===== config.mk =====
export PLATFORM = sky130hd
export DESIGN_NAME = rrot_exec
export DESIGN_NICKNAME = d
export VERILOG_FILES = /design/src/logic/rrot_pkg.sv /design/src/logic/rrot_exec.sv
export SDC_FILE = /design/constraint.sdc
export NUM_CORES = 1
export LEC_CHECK = 0
export BUFFER_PORTS_ARGS = -buffer_cell sky130_fd_sc_hd__buf_2
export CAP_MARGIN = 10
export CELL_PAD_IN_SITES_DETAIL_PLACEMENT = 1
export CELL_PAD_IN_SITES_GLOBAL_PLACEMENT = 1
export CORE_MARGIN = 5
export CORE_UTILIZATION = 37
export CTS_CLUSTER_DIAMETER = 150
export CTS_CLUSTER_SIZE = 14
export DETAILED_ROUTE_END_ITERATION = 10
export GPL_TIMING_DRIVEN = 1
export PLACE_DENSITY_LB_ADDON = 0.1
export SLEW_MARGIN = 20
export SYNTH_ARGS = -nofsm -noshare
export SYNTH_HDL_FRONTEND = slang
export SYNTH_SLANG_ARGS = --single-unit

===== constraint.sdc =====
create_clock -name clk_sys_in -period 5.1 [get_ports clk_sys_in]
set_input_delay 1.275 -clock clk_sys_in [delete_from_list [all_inputs] [get_ports clk_sys_in]]
set_output_delay 1.275 -clock clk_sys_in [all_outputs]
set_load 0.01 [all_outputs]

===== src/logic/rrot_pkg.sv =====
// constants, types and encodings shared by the return and rotate execution unit
package rrot_pkg;

  localparam int INSTR_W = 14;
  localparam int DATA_W  = 8;
  localparam int FILE_AW = 7;
  localparam int PC_W    = 15;
  localparam int SP_W    = 5;

  // instruction field positions
  localparam int OPC_LSB = 8;
  localparam int OPC_MSB = 13;
  localparam int DST_BIT = 7;
  localparam int LIT_MSB = 7;

  // opcode encodings, upper six bits unless a full word
  localparam logic [5:0]  OPC_RET_LIT   = 6'h34;
  localparam logic [5:0]  OPC_ROT_LEFT  = 6'h0d;
  localparam logic [5:0]  OPC_ROT_RIGHT = 6'h0c;
  localparam logic [13:0] OPC_RETURN = 14'h0008;

  // reset values
  localparam logic [7:0]  W_RST  = 8'h00;
  localparam logic [14:0] PC_RST = 15'h0000;
  localparam logic [4:0]  SP_RST = 5'h00;

  typedef enum logic [2:0] {
    OP_OTHER,
    OP_RET_LIT,
    OP_RETURN,
    OP_ROT_LEFT,
    OP_ROT_RIGHT
  } rrot_op_e;

  typedef enum logic {
    ST_EXEC,
    ST_FLUSH
  } rrot_state_e;

  typedef struct packed {
    logic z;
    logic dc;
    logic c;
  } rrot_status_s;

  typedef struct packed {
    logic                en;
    logic [FILE_AW-1:0]  addr;
    logic [DATA_W-1:0]   data;
  } rrot_file_wr_s;

  localparam rrot_status_s  STATUS_RST  = 3'h0;
  localparam rrot_file_wr_s FILE_WR_RST = 16'h0000;

endpackage : rrot_pkg


===== src/logic/rrot_exec.sv =====
// execution unit for return-with-literal, subroutine return and rotate through carry
// What this block does
// - return_with_literal loads its 8-bit immediate into the working register.
// - return_with_literal loads the program counter from top_of_stack_entry.
// - return_with_literal is one word, two cycles, and leaves status flags alone.
// - rotate_left_through_carry: carry enters low bit, old high bit goes to carry.
// - rotate with destination bit 0 writes working register, source left untouched.
// - rotate_left_through_carry with destination bit 1 writes the source register.
// - rotate_right_through_carry: carry enters high bit, old low bit goes to carry.
// - rotate_right_through_carry with destination bit 1 writes the source register.
// - plain return pops the stack into the program counter in two cycles.
`timescale 1ns/100ps
module rrot_exec
  import rrot_pkg::*;
(
  input  wire logic                clk_sys_in,
  input  wire logic                rst_n_in,
  input  wire logic                instr_valid_in,
  input  wire logic [INSTR_W-1:0]  instr_in,
  input  wire logic [DATA_W-1:0]   file_rdata_in,
  input  wire logic [PC_W-1:0]     top_of_stack_entry_in,
  input  wire logic                stack_push_in,
  output logic                     instr_ready_out,
  output logic [DATA_W-1:0]        w_out,
  output rrot_status_s             status_out,
  output logic [PC_W-1:0]          pc_out,
  output rrot_file_wr_s            file_wr_out,
  output logic                     stack_pop_out,
  output logic [SP_W-1:0]          stack_depth_out
);

  ////////////////////////////////////////////////////////////////////////////
  // decode

  function automatic rrot_op_e decode_op(input logic [INSTR_W-1:0] word);
    rrot_op_e op;
    op = OP_OTHER;
    if (word == OPC_RETURN) begin
      op = OP_RETURN;
    end else if (word[OPC_MSB:OPC_LSB] == OPC_RET_LIT) begin
      op = OP_RET_LIT;
    end else if (word[OPC_MSB:OPC_LSB] == OPC_ROT_LEFT) begin
      op = OP_ROT_LEFT;
    end else if (word[OPC_MSB:OPC_LSB] == OPC_ROT_RIGHT) begin
      op = OP_ROT_RIGHT;
    end
    return op;
  endfunction : decode_op

  rrot_state_e         state_q, state_d;
  logic                ready_q, ready_d;
  logic [DATA_W-1:0]   w_q, w_d;
  rrot_status_s        status_q, status_d;
  logic [PC_W-1:0]     pc_q, pc_d;
  rrot_file_wr_s       file_wr_q, file_wr_d;
  logic                pop_q, pop_d;
  logic [SP_W-1:0]     sp_q, sp_d;
  logic                accept;
  rrot_op_e            op;
  logic [DATA_W-1:0]   rot_res;
  logic                rot_carry;
  logic                pop_now;

  assign accept = instr_valid_in & ready_q;
  assign op     = decode_op(instr_in);

  ////////////////////////////////////////////////////////////////////////////
  // next state

  always_comb begin
    state_d   = state_q;
    w_d       = w_q;
    status_d  = status_q;
    pc_d      = pc_q;
    file_wr_d = FILE_WR_RST;
    pop_now   = 1'b0;
    rot_res   = file_rdata_in;
    rot_carry = status_q.c;
    if (op == OP_ROT_RIGHT) begin
      rot_res   = {status_q.c, file_rdata_in[DATA_W-1:1]};
      rot_carry = file_rdata_in[0];
    end else begin
      rot_res   = {file_rdata_in[DATA_W-2:0], status_q.c};
      rot_carry = file_rdata_in[DATA_W-1];
    end
    case (state_q)
      ST_EXEC: begin
        if (accept) begin
          pc_d = pc_q + 15'h0001;
          case (op)
            OP_RET_LIT: begin
              w_d     = instr_in[LIT_MSB:0];
              pc_d    = top_of_stack_entry_in;
              pop_now = 1'b1;
              state_d = ST_FLUSH;
            end
            OP_RETURN: begin
              pc_d    = top_of_stack_entry_in;
              pop_now = 1'b1;
              state_d = ST_FLUSH;
            end
            OP_ROT_LEFT, OP_ROT_RIGHT: begin
              status_d.c = rot_carry;
              if (instr_in[DST_BIT]) begin
                file_wr_d.en   = 1'b1;
                file_wr_d.addr = instr_in[FILE_AW-1:0];
                file_wr_d.data = rot_res;
              end else begin
                w_d = rot_res;
              end
            end
            default: begin
            end
          endcase
        end
      end
      ST_FLUSH: begin
        // second cycle of a return: fetched word is discarded
        state_d = ST_EXEC;
      end
      default: begin
        state_d = ST_EXEC;
      end
    endcase
    ready_d = (state_d == ST_EXEC);
    pop_d   = pop_now;
    // push from a call and pop may meet; net depth change is zero
    sp_d    = sp_q + {4'h0, stack_push_in} - {4'h0, pop_now};
  end

  always_ff @(posedge clk_sys_in) begin
    if (!rst_n_in) begin
      state_q   <= ST_EXEC;
      ready_q   <= 1'b0;
      w_q       <= W_RST;
      status_q  <= STATUS_RST;
      pc_q      <= PC_RST;
      file_wr_q <= FILE_WR_RST;
      pop_q     <= 1'b0;
      sp_q      <= SP_RST;
    end else begin
      state_q   <= state_d;
      ready_q   <= ready_d;
      w_q       <= w_d;
      status_q  <= status_d;
      pc_q      <= pc_d;
      file_wr_q <= file_wr_d;
      pop_q     <= pop_d;
      sp_q      <= sp_d;
    end
  end

  assign instr_ready_out = ready_q;
  assign w_out           = w_q;
  assign status_out      = status_q;
  assign pc_out          = pc_q;
  assign file_wr_out     = file_wr_q;
  assign stack_pop_out   = pop_q;
  assign stack_depth_out = sp_q;
endmodule : rrot_exec


=== Word-level counts from Yosys, hierarchy flattened ===
Index checks and enable logic that the tools add are counted.

* Bits of input ports: 41
* Output and inout port bits: 49
* Bits in registers: 48
* Logic and storage cells: 51

* Add/sub/neg operators: 3
* Muxes and demuxes: 14
* Reductions and logical operators: 8
* Bitwise operators: 7
* Equal/unequal tests: 9

{| class="wikitable"
|+ Operators with widths
! operator !! number
|-
| $mux 16 || 1
|-
| $mux 8 || 2
|-
| $pmux 8 s2 || 1
|-
| $add 15x1->15 const B || 1
|-
| $mux 15 || 1
|-
| $eq 14x4->1 const B || 1
|-
| $eq 6x4->1 const B || 2
|-
| $mux 3 || 4
|-
| $eq 3x2->1 const B || 2
|-
| $eq 6x6->1 const B || 1
|-
| $not 1->1 || 6
|-
| $add 5x1->5 || 1
|-
| $reduce_or 5->1 || 1
|-
| $sub 5x1->5 || 1
|-
| $mux 1 || 4
|-
| $reduce_and 4->1 || 1
|-
| $reduce_or 2->1 || 2
|-
| $reduce_or 4->1 || 1
|-
| $eq 3x1->1 const B || 1
|-
| $eq 3x3->1 const B || 1
|-
| $reduce_and 3->1 || 1
|-
| $ne 2x2->1 const B || 1
|-
| $pmux 1 s2 || 1
|-
| $reduce_and 2->1 || 1
|-
| other kinds (2) || 2
|}

=== Longest topological paths before layout ===
Gate-level depths: netlist of run 1.

* Depth after elaboration: 11
* Gate-level depth with buffers: 15
* Gate-level depth less buffers: 13

=== Least setup slack after synthesis of run 1 ===
No wires, ideal clock.

* Path type: in2reg
* Start: input port instr_in[10]
* End: register sp_q[4] (netlist: stack_depth_out[4])
* Stages: 14
* Buffers on the path: 1
* Setup time: 128 ps
* Data required time: 4,972 ps
* Setup slack: 1,567 ps
* Data arrival time: 3,405 ps
* Cells stage by stage: nor4_1 and4_1 buf_2 nor2_2 or3_1 nand2_1 ha_1 inv_1 fa_1 inv_1 a21o_1 a21oi_1 xnor2_1 nor2_1

* Cells in the longest elaborated chain, start to end: 11
* Elaborated cells on any way between the ends: 15
* Classes of those cells: 1 x add/sub; 6 x eq/ne; 7 x mux; 1 x reduce/logical

{| class="wikitable"
|+ RTL lines
! element !! line !! text
|-
| from (decl) || rrot_exec.sv:19 || <nowiki>input wire logic [INSTR_W-1:0] instr_in,</nowiki>
|-
| $eq 6x4->1 || rrot_exec.sv:44 || <nowiki>end else if (word[OPC_MSB:OPC_LSB] == OPC_ROT_RIGHT) begin</nowiki>
|-
| $mux 3 || rrot_exec.sv:44 ||
|-
| $mux 3 || rrot_exec.sv:42 || <nowiki>end else if (word[OPC_MSB:OPC_LSB] == OPC_ROT_LEFT) begin</nowiki>
|-
| $mux 3 || rrot_exec.sv:40 || <nowiki>end else if (word[OPC_MSB:OPC_LSB] == OPC_RET_LIT) begin</nowiki>
|-
| $mux 3 * || rrot_exec.sv:38 || <nowiki>if (word == OPC_RETURN) begin</nowiki>
|-
| $eq 3x2->1 / $eq 3x1->1 (equally long branches) || rrot_exec.sv:90 || <nowiki>case (op)</nowiki>
|-
| $reduce_or 2->1 (no line) * || - ||
|-
| $mux 1 * || rrot_exec.sv:90 ||
|-
| $mux 1 * || rrot_exec.sv:88 || <nowiki>if (accept) begin</nowiki>
|-
| $mux 1 * || rrot_exec.sv:86 || <nowiki>case (state_q)</nowiki>
|-
| $sub 5x1->5 * || rrot_exec.sv:128 || <nowiki>sp_d = sp_q + {4'h0, stack_push_in} - {4'h0, pop_now};</nowiki>
|-
| to (signal assigned) || rrot_exec.sv:149 || <nowiki>sp_q <= sp_d;</nowiki>
|-
| to (decl) || rrot_exec.sv:57 || <nowiki>logic [SP_W-1:0] sp_q, sp_d;</nowiki>
|}

Every way passes the cells marked *; elsewhere a longest branch is shown, timed or not.
A chain may end at the register's enable or synchronous reset.

=== Final worst setup path of run 1 ===
Same ends and word-level chain as after synthesis.

==> results of run 1 <==
[power by group through the flow]
stage	combinational (uW)	sequential [uW]	clock, uW
after floorplan	74.5	404	0
after detailed placement	129	400	0
final	127	392	268
after global placement	124	400	0
after global routing	145	393	289
after CTS	129	392	274
[final timing paths]
kind | depth (start not counted) | from | to
setup / recovery | 14 | instr_in[10] | stack_depth_out[4]
hold / removal | 1 | w_out[4] | w_out[4]
setup reg to reg | 12 | state_q | stack_depth_out[4]
hold reg to reg | 1 | w_out[4] | w_out[4]
[layout make-up]
cell class,instances,area share (%)
multi-input combinational,191,42.6
sequential,47,33.1
timing repair buffer,89,15.8
tap,75,3.30
clock buffer,6,2.55
inverter,12,1.58
clock inverter,1,1.06
[synthesized netlist by cell type, drive strengths merged (2+ instances only)]
cell type and number:
buf 11, o21a 4, ha 5, xor2 3
and2 9, a311oi 2, nor2 24, o31a 3
o22ai 2, nand3b 2, nor4 5, nand2 20
nand3 16, o21ai 7, nand4 6, a31oi 11
a2bb2oi 2, mux2i 8, nor3 4, o31ai 4
a21oi 15, nand4b 2, or4 3, or3 4
dfxtp 47, and4 4, clkbuf 6, a22o 7
inv 11, nor3b 2, and3 3, a21o 2
[state kept, by name, summed over array words and instances, names as in the netlist]
register / count
instr_ready_out: 1
state_q: 1
pc_out: 15
file_wr_out: 16
w_out: 8
stack_depth_out: 5
status_out: 1
[logic make-up (layout without fill, tap and decap cells)]
| family | Yosys count | count (layout) | share of synthesized area [%] |
|---|---|---|---|
| AND/OR/NAND/NOR | 108 | 108 | 25.3 |
| AO/OA/AOI/OAI | 62 | 62 | 18.3 |
| flip-flops | 47 | 47 | 41.2 |
| buffers and inverters | 29 | 108 | 5.81 |
| multiplexers | 9 | 9 | 4.00 |
| adder cells (fa/ha/maj) | 6 | 6 | 3.62 |
| XOR/XNOR | 4 | 4 | 1.54 |
| other | 1 | 2 | 0.164 |
[per-stage QoR]
stage                     hold WS [ns]  cell area (sq um)
final                            0.491               2850
after CTS                        0.493               2850
after detailed placement         0.463               2740
after floorplan                  0.522               2290
after global routing             0.511               2850
after global placement           0.458               2740
[critical path, delay by kind of cell]
kind / cells / cell delay [ns]
simple gates: 6 / 1.61
fa+ha+maj: 2 / 0.58
buf+inv: 3 / 0.25
compound gates: 2 / 0.17
xor+xnor: 1 / 0.15
[per-layer routing]
| layer | track usage [%] | vias to the layer above | part of all wire (%) | wire [microns] |
|---|---|---|---|---|
| met5 | 0 | - | 0 | 0 |
| met4 | 3.98 | 0 | 0.41 | 29 |
| met3 | 4.66 | 2 | 6.3 | 443 |
| met2 | 33.2 | 57 | 49 | 3420 |
| met1 | 23.4 | 1075 | 45 | 3140 |
| li1 | - | 1121 | - | - |
==> metrics.yaml, run 1 <==
via_count: 2255
multiInputGateArea_sq_um: 1210
status: "finished clean"
slowest_stage: "and4_1"
areaGrowthSynthToFinish_pct: 24.7
total_power_uw: 787
critPathCaptureType: "flip-flop"
antennaDiodeCount: 0
antenna_found_initial: 0
ys_ff_latch: 47
vias_per_cell: 5.36
cp_data_required_time_ns: 5.27
p_sw_share_pct: 26.1
hold_buffers: 0
p_seq_share_pct: 49.8
fmax_ghz: 0.259
ir_drop_mv: 0.128
fin_util_pct: 47.8
numCtsBuffers: 5
maxCapViolCount: 0
final-seq-area_sq_um: 941
dp.cells: 414
grt_max_degree: 28
synth_edf_count: 0
arrival_ns: 4.03
grt_remaining_overflow: 0
ant_nets: 0
core_sq_um: 5960
clkPwrFrac_pct: 34.1
cts_tree: "yes"
slew_headroom_pct: 52.1
post-cts-setup-buffer-count: 0
hold_viol: 0
grt_pass1_vias: 2433
r2r_slack_ns: 2.75
first_pass_iters: 4
rsz0062_at_grt: "false"
place_congestion: 0.809
grt_pass1_wl_microns: 11500
cpPeakStageDelay_ns: 0.50
ctsRootBufferMaster: "clkbuf_8"
start_util_pct: 38.3
ys_top_cells_by_area: "dfxtp_1, nor2_1, mux2i_1"
die-area_sq_um: 7840
avgSynthCellArea_sq_um: 8.58
fin_skew_ns: 0.00653
dp_hpwl_microns: 5360
yosys_warnings: 0
intPower_uw: 582
criticalPathCategory: "in2reg"
synthArstFlopShare_pct: 0
synth_flop_cell: "dfxtp_1"
path_clk_slew_ns: 0.09
wirelength_microns: 7040
fp.dieH_microns: 88.5
clock-sinks: 47
finalCritPeriodShare_pct: 75.6
final_common_cell: "buf_2"
num-fill-cells: 780
yosysTopAreaCell: "dfxtp_1"
final_cell_mix: "buf_2, dfxtp_1, nor2_1, nand2_1, nand3_1"
die_w_microns: 88.5
power.density_nw_per_um2: 277
cts_resized: 0
p_switching_uw: 205
port_buffers: 87
yosysTopAreaCellShare_pct: 41.2
h-tree-depth: 2
drive_above_1_share_pct: 28.3
setup_slack_ns: 1.24
period_minus_slack_ns: 3.86
worstMarginPinSlew_ns: 0.717
power.share.combinational_pct: 16.1
syn_inst: 266
cts_buffer_depth: 2
syn-cell-area_sq_um: 2280
ys_seq_area_share_pct: 41.2
pre_cts_ws_ns: 0.911
rows: 28
fin_cells: 421
p_leak_uw: 0.00135
critical_path.cell_chain: "buf_2, nor4_1, and4_1, nor2_2, or3_1, nand2_1, ha_1, inv_1, fa_1, inv_1, a21o_1, a21oi_1, xnor2_1, nor2_1"
setup_violations: 0
crit_top_cell: "inv_1"
hold_path.class: "reg2reg"
routedWlPerCell_microns: 16.7
ys_types: 49
initialDrtViolationCount: 86
worstSkewPairLatency_ns: 0.29
tns_ns: 0
cp-start-kind: "primary input"
crit_fanout: 18
nets: 393
slew_violations: 0
drc_errors: 0
track_usage_pct: 18.9
io_pins: 90
(Power assumes the default switching activity.)
==> run 2: changes to the inputs <==
ABC_AREA = 1   (was not set)
CORE_UTILIZATION = 34   (was 37)
clock period = 3.55 ns   (was 5.1 ns; I/O delays follow)
==> metrics.yaml, run 2 <==
die_w_microns: 97.3
yosysTopAreaCell: "dfxtp_1"
fp.dieH_microns: 97.3
rows: 31
initialDrtViolationCount: 84
syn-cell-area_sq_um: 2590
routedWlPerCell_microns: 13.2
place_congestion: 0.884
core_sq_um: 7330
yosys-top-cells-count: "nand2_1, nor2_1, inv_1"
hold_viol: 0
worstMarginPinSlew_ns: 0.638
hold_buffers: 0
cp.buffers_inverters: 3
grt_pass1_wl_microns: 12700
track_usage_pct: 16.2
synth_edf_count: 0
first_pass_iters: 4
via_count: 2670
areaGrowthSynthToFinish_pct: 23.0
ys_top_cells_by_area: "dfxtp_1, nand2_1, nor2_1"
slew_violations: 0
dp_hpwl_microns: 6010
yosysTopAreaCellShare_pct: 36.3
maxCapViolCount: 0
critical_path.cell_chain: "buf_2, or2_1, nor2_1, nand2_1, nand2_2, nand2_2, nor2_2, inv_1, nand2_1, ha_1, inv_1, fa_1, nor2_1, o21ai_0, and3_1, nor3_1"
whs_ns: 0.512
cpPeakStageDelay_ns: 0.40
port_buffers: 87
rsz0062_at_grt: "false"
cts_resized: 0
critPathCaptureType: "flip-flop"
slew_headroom_pct: 57.4
setup_slack_ns: 0.662
path_clk_slew_ns: 0.09
cts_tree: "yes"
ir_drop_mv: 0.245
nets: 524
yosys_warnings: 0
ys_types: 32
ys_ff_latch: 47
syn_inst: 393
h-tree-depth: 2
slowest_stage: "fa_1"
largest_reg_flops: 16
start_util_pct: 35.3
io_pins: 90
cp_data_required_time_ns: 3.78
avgSynthCellArea_sq_um: 6.59
die-area_sq_um: 9460
setup_violations: 0
total_power_uw: 1110
tns_ns: 0
vias_per_cell: 4.63
grt_remaining_overflow: 0
numCtsBuffers: 5
antenna_found_initial: 0
arrival_ns: 3.11
final_cell_mix: "nand2_1, buf_2, nor2_1, inv_1, dfxtp_1"
crit_family: "simple AND/OR/NAND/NOR gates"
period_minus_slack_ns: 2.89
worstSkewPairLatency_ns: 0.30
pre_cts_ws_ns: 0.322
antennaDiodeCount: 0
fmax_ghz: 0.346
status: "finished clean"
drc_errors: 0
crit_fanout: 8
hold_path.class: "reg2reg"
ant_nets: 0
finalCritPeriodShare_pct: 81.3
fin_skew_ns: 0.00291
cp-start-kind: "primary input"
yosysMostFrequentCell: "nand2_1"
ys_seq_area_share_pct: 36.3
criticalPathCategory: "in2reg"
cts_buffer_depth: 2
grt_pass1_vias: 2585
power.density_nw_per_um2: 349
wirelength_microns: 7620
grt_max_degree: 21
clock-sinks: 47
final_common_cell: "nand2_1"
p_leak_uw: 0.00164
drive_above_1_share_pct: 26.6
ctsRootBufferMaster: "clkbuf_8"
post-cts-setup-buffer-count: 0
synthArstFlopShare_pct: 0
synth_flop_cell: "dfxtp_1"
run 2: changes by cell type after synthesis, sizes merged, moves of 8 or more:
cell   previous run  this run
nand2            20        99
inv              11        57
mux2i             8         0
and2              9         0
nor2             24        83
a31oi            11         1
o21ai             7        29
run 2: worst paths after layout:
| kind | start | endpoint | slack (ns) | cells past startpoint |
|---|---|---|---|---|
| hold / removal | pc_out[14] | pc_out[14] | 0.51 | 2 |
| setup / recovery | instr_in[11] | stack_depth_out[4] | 0.66 | 16 |
| hold reg to reg | pc_out[14] | pc_out[14] | 0.51 | 2 |
| setup reg to reg | instr_ready_out | stack_depth_out[4] | 1.40 | 13 |
run 2: cell type report:
| class | count | area (sq um) |
|---|---|---|
| clock buffers | 7 | 96.3 |
| clock inverters | 1 | 7.51 |
| fillers | 1018 | 4150 |
| inverters | 57 | 214 |
| multi-input cells | 277 | 1350 |
| flip-flops and latches | 47 | 941 |
| well taps | 99 | 124 |
| repair buffers | 89 | 450 |
run 2: report_power, final:
group          total, uW  switching (uW)  internal (uW)
Sequential           562            16.3            546
Clock                366             189            178
Combinational        182             108           73.5
Total               1110             313            797
run 2: layer usage:
layer / vias up / GRT usage, % / wire [microns]
met5: - / 0 / 0
met4: 0 / 3.30 / 59
met3: 4 / 3.16 / 372
met2: 63 / 26.2 / 3450
met1: 1224 / 22.5 / 3740
li1: 1379 / - / -
run 2: cell families (layout without fill, tap and decap cells):
logic type | count (synthesis) | in the layout | share of synthesized area [%]
compound gates | 53 | 53 | 10.6
xor+xnor | 4 | 4 | 1.35
fa+ha+maj | 6 | 6 | 3.19
buf+inv | 70 | 154 | 11.6
flops | 47 | 47 | 36.3
other cells | 1 | 2 | 0.145
simple gates | 212 | 212 | 36.8
run 2: stage by stage:
step / util, % / std cells / area [sq um]
floorplan: - / 394 / 2590
global placement: 42.0 / 569 / 3080
detailed placement: 42.0 / 569 / 3080
CTS: 43.5 / 577 / 3190
global route: 43.5 / 577 / 3190
finish: 43.5 / 577 / 3190
run 2: worst reg2reg max path, cell delays in order, from the launching register on:
cell	delay, ns
dfxtp_1	0.33
nand2_1	0.08
nor2_4	0.12
nand2_2	0.14
nor2_2	0.16
inv_1	0.08
nand2_1	0.07
ha_1	0.17
inv_1	0.06
fa_1	0.40
nor2_1	0.11
o21ai_0	0.09
and3_1	0.16
nor3_1	0.11
